<file path="src/sleep_poll_pkg.sv">
// package: constants, register map and frame layouts for the sleep polling configuration bank
package sleep_poll_pkg;

  // ----------------------------------------------------------------
  // channel counts and widths
  // ----------------------------------------------------------------
  localparam int PROG_CHANNELS   = 8;
  localparam int GROUND_CHANNELS = 14;
  localparam int CURRENT_W       = 8;   // polling current in tenths of a milliamp
  localparam int FRAME_BITS      = 32;
  localparam int ADDR_W          = 7;
  localparam int DATA_W          = 24;
  localparam int REPLY_DATA_W    = 22;

  // ----------------------------------------------------------------
  // register addresses (7-bit frame address field)
  // ----------------------------------------------------------------
  localparam logic [6:0] ADDR_PROG_CHANNEL_POLL_CURRENT_SELECT   = 7'h16;
  localparam logic [6:0] ADDR_GROUND_CHANNEL_POLL_CURRENT_SELECT = 7'h17;
  localparam logic [6:0] ADDR_PROG_CHANNEL_SLOW_POLL_ENABLE      = 7'h18;

  // ----------------------------------------------------------------
  // values after reset
  // ----------------------------------------------------------------
  localparam logic [7:0]  RESET_PROG_CURRENT_SELECT   = 8'h00;
  localparam logic [13:0] RESET_GROUND_CURRENT_SELECT = 14'h0000;
  localparam logic [7:0]  RESET_PROG_SLOW_POLL        = 8'h00;
  localparam logic [31:0] RESET_REPLY                 = 32'h0000_0000;

  // ----------------------------------------------------------------
  // default sleep polling currents, tenths of a milliamp
  // ----------------------------------------------------------------
  localparam logic [7:0] DEFAULT_BATTERY_CURRENT = 8'h16;  // 2.2 mA
  localparam logic [7:0] DEFAULT_GROUND_CURRENT  = 8'h0a;  // 1.0 mA

  // ----------------------------------------------------------------
  // slow polling: interval multiplier and its counter
  // ----------------------------------------------------------------
  localparam int         SLOW_POLL_FACTOR = 4;
  localparam logic [1:0] SLOW_POLL_LAST   = 2'h3;  // SLOW_POLL_FACTOR - 1

  // frame bit counter
  localparam logic [5:0] FRAME_BITS_COUNT = 6'h20;

  // command frame as the host shifts it in, msb first
  typedef struct packed {
    logic [6:0]  addr;
    logic        write;
    logic [23:0] data;
  } command_frame_s;

  // reply frame as the device shifts it out, msb first
  typedef struct packed {
    logic [7:0]  pad;
    logic        fault_status;
    logic        int_flag;
    logic [21:0] data;
  } reply_frame_s;

endpackage

</file>
<file path="src/poll_rate_divider.sv">
// module: per-channel poll strobes at the base rate or at a quarter of it
`timescale 1ns/1ps
module poll_rate_divider #(
  parameter int CHANNELS = 8
) (
  input  wire logic                ref_clk,
  input  wire logic                reset,
  input  wire logic                base_poll_tick,
  input  wire logic [CHANNELS-1:0] slow_poll,
  output logic      [CHANNELS-1:0] poll_strobe
);

  // ----------------------------------------------------------------
  // shared quarter-rate phase counter
  // ----------------------------------------------------------------
  logic [1:0] phase;

  // one counter for all channels keeps slow channels aligned to each other
  always_ff @(posedge ref_clk) begin
    if (reset) begin
      phase <= 2'h0;
    end else if (base_poll_tick) begin
      phase <= phase + 2'h1;
    end
  end

  // ----------------------------------------------------------------
  // per-channel strobe select
  // ----------------------------------------------------------------
  for (genvar ch = 0; ch < CHANNELS; ch++) begin : g_strobe
    // slow channels poll on one base tick in four
    always_comb begin
      if (slow_poll[ch]) begin
        poll_strobe[ch] = base_poll_tick && (phase == sleep_poll_pkg::SLOW_POLL_LAST);
      end else begin
        poll_strobe[ch] = base_poll_tick;
      end
    end
  end

endmodule

</file>
<file path="src/sleep_polling_config_regs.sv">
// module: serial-accessed sleep polling configuration registers and their per-channel effects
`timescale 1ns/1ps
module sleep_polling_config_regs #(
  parameter int PROG_CHANNELS   = sleep_poll_pkg::PROG_CHANNELS,
  parameter int GROUND_CHANNELS = sleep_poll_pkg::GROUND_CHANNELS
) (
  input  wire logic                                                  ref_clk,
  input  wire logic                                                  reset,
  // serial link pins
  input  wire logic                                                  spi_sclk,
  input  wire logic                                                  spi_cs_n,
  input  wire logic                                                  spi_mosi,
  output logic                                                       spi_miso,
  output logic                                                       spi_miso_oe,
  // status carried in every reply
  input  wire logic                                                  fault_status,
  input  wire logic                                                  int_flag,
  // channel context from the rest of the device
  input  wire logic                                                  sleep_polling_mode,
  input  wire logic                                                  base_poll_tick,
  input  wire logic [PROG_CHANNELS-1:0]                              prog_is_battery_switch,
  input  wire logic [PROG_CHANNELS-1:0][sleep_poll_pkg::CURRENT_W-1:0]   prog_contact_cleaning_current,
  input  wire logic [GROUND_CHANNELS-1:0][sleep_poll_pkg::CURRENT_W-1:0] ground_contact_cleaning_current,
  // per-channel sleep polling controls
  output logic      [PROG_CHANNELS-1:0][sleep_poll_pkg::CURRENT_W-1:0]   prog_poll_current,
  output logic      [GROUND_CHANNELS-1:0][sleep_poll_pkg::CURRENT_W-1:0] ground_poll_current,
  output logic      [PROG_CHANNELS-1:0]                              prog_poll_strobe,
  output logic      [GROUND_CHANNELS-1:0]                            ground_poll_strobe,
  // raw register contents
  output logic      [PROG_CHANNELS-1:0]                              prog_channel_poll_current_select,
  output logic      [GROUND_CHANNELS-1:0]                            ground_channel_poll_current_select,
  output logic      [PROG_CHANNELS-1:0]                              prog_channel_slow_poll_enable
);

  // ----------------------------------------------------------------
  // pin synchronisers
  // ----------------------------------------------------------------
  logic [2:0] sclk_sync;
  logic [2:0] cs_n_sync;
  logic [1:0] mosi_sync;

  // stage 0 feeds stage 1 only; stage 2 is the edge-detect history
  always_ff @(posedge ref_clk) begin
    if (reset) begin
      sclk_sync <= 3'h0;
      cs_n_sync <= 3'h7;
      mosi_sync <= 2'h0;
    end else begin
      sclk_sync <= {sclk_sync[1:0], spi_sclk};
      cs_n_sync <= {cs_n_sync[1:0], spi_cs_n};
      mosi_sync <= {mosi_sync[0], spi_mosi};
    end
  end

  logic sclk_rise;
  logic sclk_fall;
  logic frame_start;
  logic frame_end;
  logic in_frame;

  // edges seen on the synchronised copies only
  assign sclk_rise   = sclk_sync[1] & ~sclk_sync[2];
  assign sclk_fall   = ~sclk_sync[1] & sclk_sync[2];
  assign frame_start = ~cs_n_sync[1] & cs_n_sync[2];
  assign frame_end   = cs_n_sync[1] & ~cs_n_sync[2];
  assign in_frame    = ~cs_n_sync[1];

  // ----------------------------------------------------------------
  // receive shifter
  // ----------------------------------------------------------------
  logic [31:0] shift_in;
  logic [5:0]  bit_count;

  // mode 0: host data sampled on rising sclk, msb first
  always_ff @(posedge ref_clk) begin
    if (reset) begin
      shift_in  <= 32'h0000_0000;
      bit_count <= 6'h00;
    end else if (frame_start) begin
      bit_count <= 6'h00;
    end else if (in_frame && sclk_rise) begin
      shift_in <= {shift_in[30:0], mosi_sync[1]};
      if (bit_count != 6'h3f) begin
        bit_count <= bit_count + 6'h01;  // saturates so long frames stay invalid
      end
    end
  end

  sleep_poll_pkg::command_frame_s command;
  logic                           frame_valid;
  logic                           do_write;

  // only an exact 32-bit frame is acted on; short or long frames are dropped
  assign command     = sleep_poll_pkg::command_frame_s'(shift_in);
  assign frame_valid = frame_end && (bit_count == sleep_poll_pkg::FRAME_BITS_COUNT);
  assign do_write    = frame_valid && command.write;

  // ----------------------------------------------------------------
  // configuration registers
  // ----------------------------------------------------------------
  // unused upper bits are not stored and read back as zero
  always_ff @(posedge ref_clk) begin
    if (reset) begin
      prog_channel_poll_current_select <= sleep_poll_pkg::RESET_PROG_CURRENT_SELECT;
    end else if (do_write && command.addr == sleep_poll_pkg::ADDR_PROG_CHANNEL_POLL_CURRENT_SELECT) begin
      prog_channel_poll_current_select <= command.data[PROG_CHANNELS-1:0];
    end
  end

  always_ff @(posedge ref_clk) begin
    if (reset) begin
      ground_channel_poll_current_select <= sleep_poll_pkg::RESET_GROUND_CURRENT_SELECT;
    end else if (do_write && command.addr == sleep_poll_pkg::ADDR_GROUND_CHANNEL_POLL_CURRENT_SELECT) begin
      ground_channel_poll_current_select <= command.data[GROUND_CHANNELS-1:0];
    end
  end

  always_ff @(posedge ref_clk) begin
    if (reset) begin
      prog_channel_slow_poll_enable <= sleep_poll_pkg::RESET_PROG_SLOW_POLL;
    end else if (do_write && command.addr == sleep_poll_pkg::ADDR_PROG_CHANNEL_SLOW_POLL_ENABLE) begin
      prog_channel_slow_poll_enable <= command.data[PROG_CHANNELS-1:0];
    end
  end

  // ----------------------------------------------------------------
  // read-back and reply word
  // ----------------------------------------------------------------
  logic [21:0] read_data;

  // contents after this frame's write; unmapped addresses read zero
  always_comb begin
    read_data = 22'h00_0000;
    case (command.addr)
      sleep_poll_pkg::ADDR_PROG_CHANNEL_POLL_CURRENT_SELECT: begin
        read_data = {14'h0000, do_write ? command.data[PROG_CHANNELS-1:0] : prog_channel_poll_current_select};
      end
      sleep_poll_pkg::ADDR_GROUND_CHANNEL_POLL_CURRENT_SELECT: begin
        read_data = {8'h00, do_write ? command.data[GROUND_CHANNELS-1:0] : ground_channel_poll_current_select};
      end
      sleep_poll_pkg::ADDR_PROG_CHANNEL_SLOW_POLL_ENABLE: begin
        read_data = {14'h0000, do_write ? command.data[PROG_CHANNELS-1:0] : prog_channel_slow_poll_enable};
      end
      default: begin
        read_data = 22'h00_0000;
      end
    endcase
  end

  sleep_poll_pkg::reply_frame_s reply;

  // reply is captured at frame end and shifted out in the next frame,
  // since the address is only known once the whole command is in
  always_ff @(posedge ref_clk) begin
    if (reset) begin
      reply <= sleep_poll_pkg::RESET_REPLY;
    end else if (frame_valid) begin
      reply.pad          <= 8'h00;
      reply.fault_status <= fault_status;
      reply.int_flag     <= int_flag;
      reply.data         <= read_data;
    end
  end

  // ----------------------------------------------------------------
  // transmit shifter
  // ----------------------------------------------------------------
  logic [31:0] shift_out;

  // first bit presented at chip select fall, next bits on falling sclk
  always_ff @(posedge ref_clk) begin
    if (reset) begin
      shift_out <= 32'h0000_0000;
    end else if (frame_start) begin
      shift_out <= reply;
    end else if (in_frame && sclk_fall) begin
      shift_out <= {shift_out[30:0], 1'b0};
    end
  end

  // miso driven only inside a frame so several devices may share it
  always_ff @(posedge ref_clk) begin
    if (reset) begin
      spi_miso    <= 1'b0;
      spi_miso_oe <= 1'b0;
    end else begin
      spi_miso    <= shift_out[31];
      spi_miso_oe <= in_frame;
    end
  end

  // ----------------------------------------------------------------
  // per-channel polling currents
  // ----------------------------------------------------------------
  for (genvar ch = 0; ch < PROG_CHANNELS; ch++) begin : g_prog_current
    always_ff @(posedge ref_clk) begin
      if (reset) begin
        prog_poll_current[ch] <= sleep_poll_pkg::DEFAULT_GROUND_CURRENT;
      end else if (prog_channel_poll_current_select[ch]) begin
        prog_poll_current[ch] <= prog_contact_cleaning_current[ch];
      end else if (prog_is_battery_switch[ch]) begin
        prog_poll_current[ch] <= sleep_poll_pkg::DEFAULT_BATTERY_CURRENT;
      end else begin
        prog_poll_current[ch] <= sleep_poll_pkg::DEFAULT_GROUND_CURRENT;
      end
    end
  end

  for (genvar ch = 0; ch < GROUND_CHANNELS; ch++) begin : g_ground_current
    always_ff @(posedge ref_clk) begin
      if (reset) begin
        ground_poll_current[ch] <= sleep_poll_pkg::DEFAULT_GROUND_CURRENT;
      end else if (ground_channel_poll_current_select[ch]) begin
        ground_poll_current[ch] <= ground_contact_cleaning_current[ch];
      end else begin
        ground_poll_current[ch] <= sleep_poll_pkg::DEFAULT_GROUND_CURRENT;
      end
    end
  end

  // ----------------------------------------------------------------
  // polling rate
  // ----------------------------------------------------------------
  logic awake_tick;

  // base tick only counts while sleeping; the rate itself is set elsewhere
  assign awake_tick = base_poll_tick & sleep_polling_mode;

  poll_rate_divider #(
    .CHANNELS (PROG_CHANNELS)
  ) u_prog_rate (
    .ref_clk        (ref_clk),
    .reset          (reset),
    .base_poll_tick (awake_tick),
    .slow_poll      (prog_channel_slow_poll_enable),
    .poll_strobe    (prog_poll_strobe)
  );

  // ground channels have no slow option in this bank
  assign ground_poll_strobe = {GROUND_CHANNELS{awake_tick}};

endmodule

</file>
<file path="config.mk">
export PLATFORM = sky130hd
export DESIGN_NAME = sleep_polling_config_regs
export DESIGN_NICKNAME = d
export VERILOG_FILES = /design/src/sleep_poll_pkg.sv /design/src/poll_rate_divider.sv /design/src/sleep_polling_config_regs.sv
export SDC_FILE = /design/constraint.sdc
export NUM_CORES = 1
export LEC_CHECK = 0
export BUFFER_PORTS_ARGS = -buffer_cell sky130_fd_sc_hd__buf_2
export CELL_PAD_IN_SITES_DETAIL_PLACEMENT = 1
export CELL_PAD_IN_SITES_GLOBAL_PLACEMENT = 2
export CORE_MARGIN = 4
export CORE_UTILIZATION = 29
export CTS_BUF_LIST = sky130_fd_sc_hd__clkbuf_8
export CTS_CLUSTER_SIZE = 10
export DETAILED_ROUTE_END_ITERATION = 10
export MAX_ROUTING_LAYER = met4
export PLACE_DENSITY = 0.82
export SYNTH_ARGS = -nofsm -noshare
export SYNTH_HDL_FRONTEND = slang
export SYNTH_HIERARCHICAL = 1
export SYNTH_SLANG_ARGS = --single-unit
</file>
<file path="constraint.sdc">
create_clock -name ref_clk -period 2.8 [get_ports ref_clk]
set_input_delay 0.28 -clock ref_clk [delete_from_list [all_inputs] [get_ports ref_clk]]
set_output_delay 0.28 -clock ref_clk [all_outputs]
set_load 0.01 [all_outputs]
</file>
Yosys cells after proc, flatten, opt, wreduce, memory -nomap -nowiden
Index checks and enable logic that the tools add are counted.

Register bits: 312. Output and inout bits: 230. Logic and storage cells: 125.

Muxes and demuxes: 30. Bitwise operators: 24. Equal/unequal tests: 6. Reduce and logical (&&, ||, !) cells: 26. Add/sub/neg operators: 2.

Operator list (number): 2-to-1 mux 8 bit (10); 2-to-1 mux 32 bit (2); case mux 14 bit (3 select lines) (1); 2-to-1 mux 5 bit (8); OR reduction 2 bit (15); == test 7 x 5 -> 1 bit (second input constant) (3); NOT 1 bit (19); 2-to-1 mux 14 bit (1); logical AND 1 bit (8); 2-to-1 mux 1 bit (8); adder 6 x 1 -> 6 bit (second input constant) (1); == test 6 bit (second input constant) (1); != test 6 bit (second input constant) (1); AND 1 bit (5); AND reduction 2 bit (2); adder 2 x 1 -> 2 bit (second input constant) (1); == test 2 bit (second input constant) (1); nonzero test 2 bit (1).

Longest topological paths before layout
Depth in word-level cells: 6. Mapped depth: 10.

Cells and area by module
The synthesis kept the hierarchy.

By module, submodules not included: sleep_polling_config_regs (instances 1, cells an instance 986, seq. area each 6045.8 µm², area each 9872.0 µm²); poll_rate_divider (instances 1, cells an instance 17, seq. area each 40.0 µm², area each 153.9 µm²).

Worst setup path before layout
Ideal clock, no wire load.

Path type: register to register. From: register bit_count[0]. To: register ground_channel_poll_current_select[4]. Buffers on the path: 3. Path slack: 0.797 ns. Arrival time: 1.871 ns. Setup time: 0.132 ns. Clock period less this slack: 2.003 ns. Cell stages (with the launch flop): 11. Data required time: 2.668 ns. Cells stage by stage: dfxtp_1 > inv_1 > ha_1 > nand4b_1 > or4_1 > buf_2 > or3_1 > buf_2 > buf_6 > nand2_1 > a21oi_1.

Longest elaborated chain between the ends: 4.

Ends and longest elaborated chain: start, declared (RTL line sleep_polling_config_regs.sv:72) `logic [5:0] bit_count;`; start signal, assigned (RTL line sleep_polling_config_regs.sv:84) `bit_count <= bit_count + 6'h01;`; == test 6 bit (RTL line sleep_polling_config_regs.sv:95) `assign frame_valid = frame_end && (bit_count == sleep_poll_pkg::FRAME_BITS_COUNT);`; logical AND 1 bit (RTL line sleep_polling_config_regs.sv:95); logical AND 1 bit (RTL line sleep_polling_config_regs.sv:96) `assign do_write = frame_valid && command.write;`; logical AND 1 bit (RTL line sleep_polling_config_regs.sv:113) `end else if (do_write && command.addr == sleep_poll_pkg::ADDR_GROUND_CHANNEL_POLL_CURRENT_SELECT) begin`; end signal, assigned (RTL line sleep_polling_config_regs.sv:112) `ground_channel_poll_current_select <= sleep_poll_pkg::RESET_GROUND_CURRENT_SELECT;`; end signal, assigned (RTL line sleep_polling_config_regs.sv:114) `ground_channel_poll_current_select <= command.data[GROUND_CHANNELS-1:0];`; end, declared (RTL line sleep_polling_config_regs.sv:31) `output logic [GROUND_CHANNELS-1:0] ground_channel_poll_current_select,`.

No other way between the ends. A chain may end at the register's enable or synchronous reset.

Worst setup path in the final report
From: register bit_count[1]. To: register ground_channel_poll_current_select[6].

The elaborated chain is that of the path after synthesis.

==> results.md <==
- Die area: 37600 um2
- Starting density of the core: 29.7%
- Site Rows: 67
- Mapped cell area: 10000 um2
- Bufs on Longest Clock Path: 3
- Worst path cell trace: inv_1 > ha_1 > nand4b_1 > or4_1 > or3_1 > nand2_1 > a21oi_1
- Number of synthesized register bits: 304
- Yosys top cell area share: 60.7%
- CP Max Fanout: 14
- Critical Path AT: 2810 ps
- Critical Path Start Type: flip-flop
- Power Dens Cells: 594 nW/um2
- Final Critical Period: 2340 ps
- Post-synth ARST share: 0%
- Period utilisation layout: 83.5%
- Setup TNS: 0 ps
- Relative slew slack: 45.6%
- Max Fclk: 428 MHz
- CTS tree: done
- Fraction of layout cells with a size suffix above 1: 31.7%
- Routed Antenna Nets: 0
- Vias in the first global route: 10900
- Total Wirelength: 40.5 mm
- HPWL after detailed placement: 25.5 mm
- Post-synth cell types: 49
- Worst Hold Class: in -> reg
- Status: finished, final reports clean
- RD Place Congestion: 0.803
- Worst path top cell family by delay: simple AND/OR/NAND/NOR gates
- RSZ-0062 raised after global routing: false
- Final setup viols: 0
- Final max-slew violation count: 0
- Std-Cell Core Area: 33800 um2
- First-pass GRT wire length: 63.0 mm
- Area leader, netlist: dfxtp_1
- Post-synthesis sequential area ratio: 60.7%
- Maximum VDD drop: 284 uV
- Total of max-cap violations: 0
- Worst path bufs/invs: 1
- Inserted Clock Buffers: 52
- Final Hold Vio Count: 0
- Data required, critical path: 3280 ps
- Commonest non-fill, non-tap cells in the layout: buf_2, dfxtp_1, dlygate4sd3_1
- Worst Clk Skew: 31.1 ps
- Post-CTS Setup Inserts: 0
- Initial antenna violation count: 4
- DR top layer: met4
- Post-synth EDFFs: 0
- Die width: 194 um
- Starting DRC count in detailed routing: 620
- Wirelength per Cell: 18.9 um
- Routed vias: 9787
- Syn Nets: 1199
- Met2 Wirelength: 20.9 mm
- GRT Util Overall: 21.5%
- Avg Inst Size Synth: 10.0 um2
- DIE HEIGHT: 194 um
- CTS H-tree lvls: 2
- Most used flip-flop cell after synthesis: dfxtp_1
- Worst-path clk slew: 60 ps
- Worst path max stage delay: 650 ps
- # IOs: 423
- DR vias/cell: 4.58
- Syn-to-layout area delta: 57.3%
- Root Buffer: clkbuf_8
- Master of the slowest instance on the critical path: or3_1
- Critical path endpoint category: flip-flop
- Most common cell after layout, fill and taps aside: buf_2
- Largest cells by area after synthesis: dfxtp_1, and2_1, nand2_1
- Largest net degree at the start of global routing: 46
- Remaining DRCs: 0
- PortBufs: 422
- Final Cell Area: 15800 um2
- Critical path type: reg -> reg
- Metal-1 WL: 15.6 mm
- Mapped Cells: 1003
- Worst Tran Pin Value: 804 ps
- Grt total ovfl: 0
- Final #Nets: 1842
- Post-DP Area: 12600 um2
- YS warnings: 6
- Leak pwr: 7.10 nW
- Clk sink count: 304
- DR WL met3: 2.28 mm
- Final Power: 9.37 mW
- Skew-Pair Late Insertion Delay: 630 ps
- Drt first pass iters: 6
==> synth_stat cells (all sizes together), types with 3 or more instances <==
cell type,count
a211o,8
a21boi,8
a21oi,81
a221oi,9
a222oi,18
a22o,5
a22oi,5
a2bb2oi,6
and2,118
and3,3
buf,24
clkbuf,33
dfxtp,304
ha,3
inv,7
mux2i,23
nand2,166
nand2b,45
nand3,5
nor2,63
nor2b,28
nor3,3
o21bai,3
or2,4
or3,3
xor2,4
==> per-layer routing <==
metal	vias up	track usage, %
met5	-	-
met4	0	8.62
li1	4613	-
met1	4704	22.7
met3	111	5.26
met2	359	38.5
==> stage by stage <==
step	setup WS, ps	utilization [%]	std cells	hold slack [ps]
final	463	46.7	2136	160
after global routing	293	46.7	2136	159
after CTS	457	46.7	2132	120
after detailed placement	460	37.2	1835	414
after global placement	557	37.2	1835	412
after floorplan	797	-	1003	352
==> power by group <==
part / internal, mW / total (mW) / switching [mW]
Combinational: 0.343 / 0.558 / 0.215
Clock: 2.56 / 4.45 / 1.89
Sequential: 4.35 / 4.36 / 0.00992
Total: 7.26 / 9.37 / 2.11
==> cells by family after synthesis <==
| kind of cell | after synthesis | synth area share [%] |
|---|---|---|
| simple gates | 452 | 22.8 |
| flops | 304 | 60.7 |
| compound gates | 151 | 10.1 |
| buf+inv | 64 | 3.14 |
| mux | 23 | 2.30 |
| xor+xnor | 6 | 0.524 |
| fa+ha+maj | 3 | 0.374 |
==> sequential cells by signal, indices dropped and copies added, names as in the netlist, 8 cells and up <==
register and flops:
prog_poll_current 64, reply 16, command 32, prog_channel_slow_poll_enable 8, ground_channel_poll_current_select 14, shift_out 32
ground_poll_current 112, prog_channel_poll_current_select 8
==> timing repair <==
| item | CTS | global route |
|---|---|---|
| hold endpoints to repair | 181 | 0 |
| hold buffers | 205 | 0 |
| resized for setup | 0 | 0 |
==> final timing paths <==
check                             startpoint                                     to  slack [ps]  cells after the start
worst max register to register  bit_count[1]  ground_channel_poll_current_select[6]         460                      7
worst min-delay path                   reset                   u_prog_rate/phase[1]         160                      2
worst min register to register  cs_n_sync[0]                           cs_n_sync[1]         390                      1
worst max-delay path            bit_count[1]  ground_channel_poll_current_select[6]         460                      7
==> final cells by class <==
type / count / area [um2]
flip-flops and latches: 304 / 6090
clock buffers: 65 / 895
inverters: 7 / 26.3
diodes: 4 / 10.0
clock inverters: 27 / 263
well taps: 448 / 561
fillers: 3868 / 18000
repair buffers: 646 / 4310
multi-input cells: 635 / 3620
No activity file was read; power rests on OpenSTA's default activity.
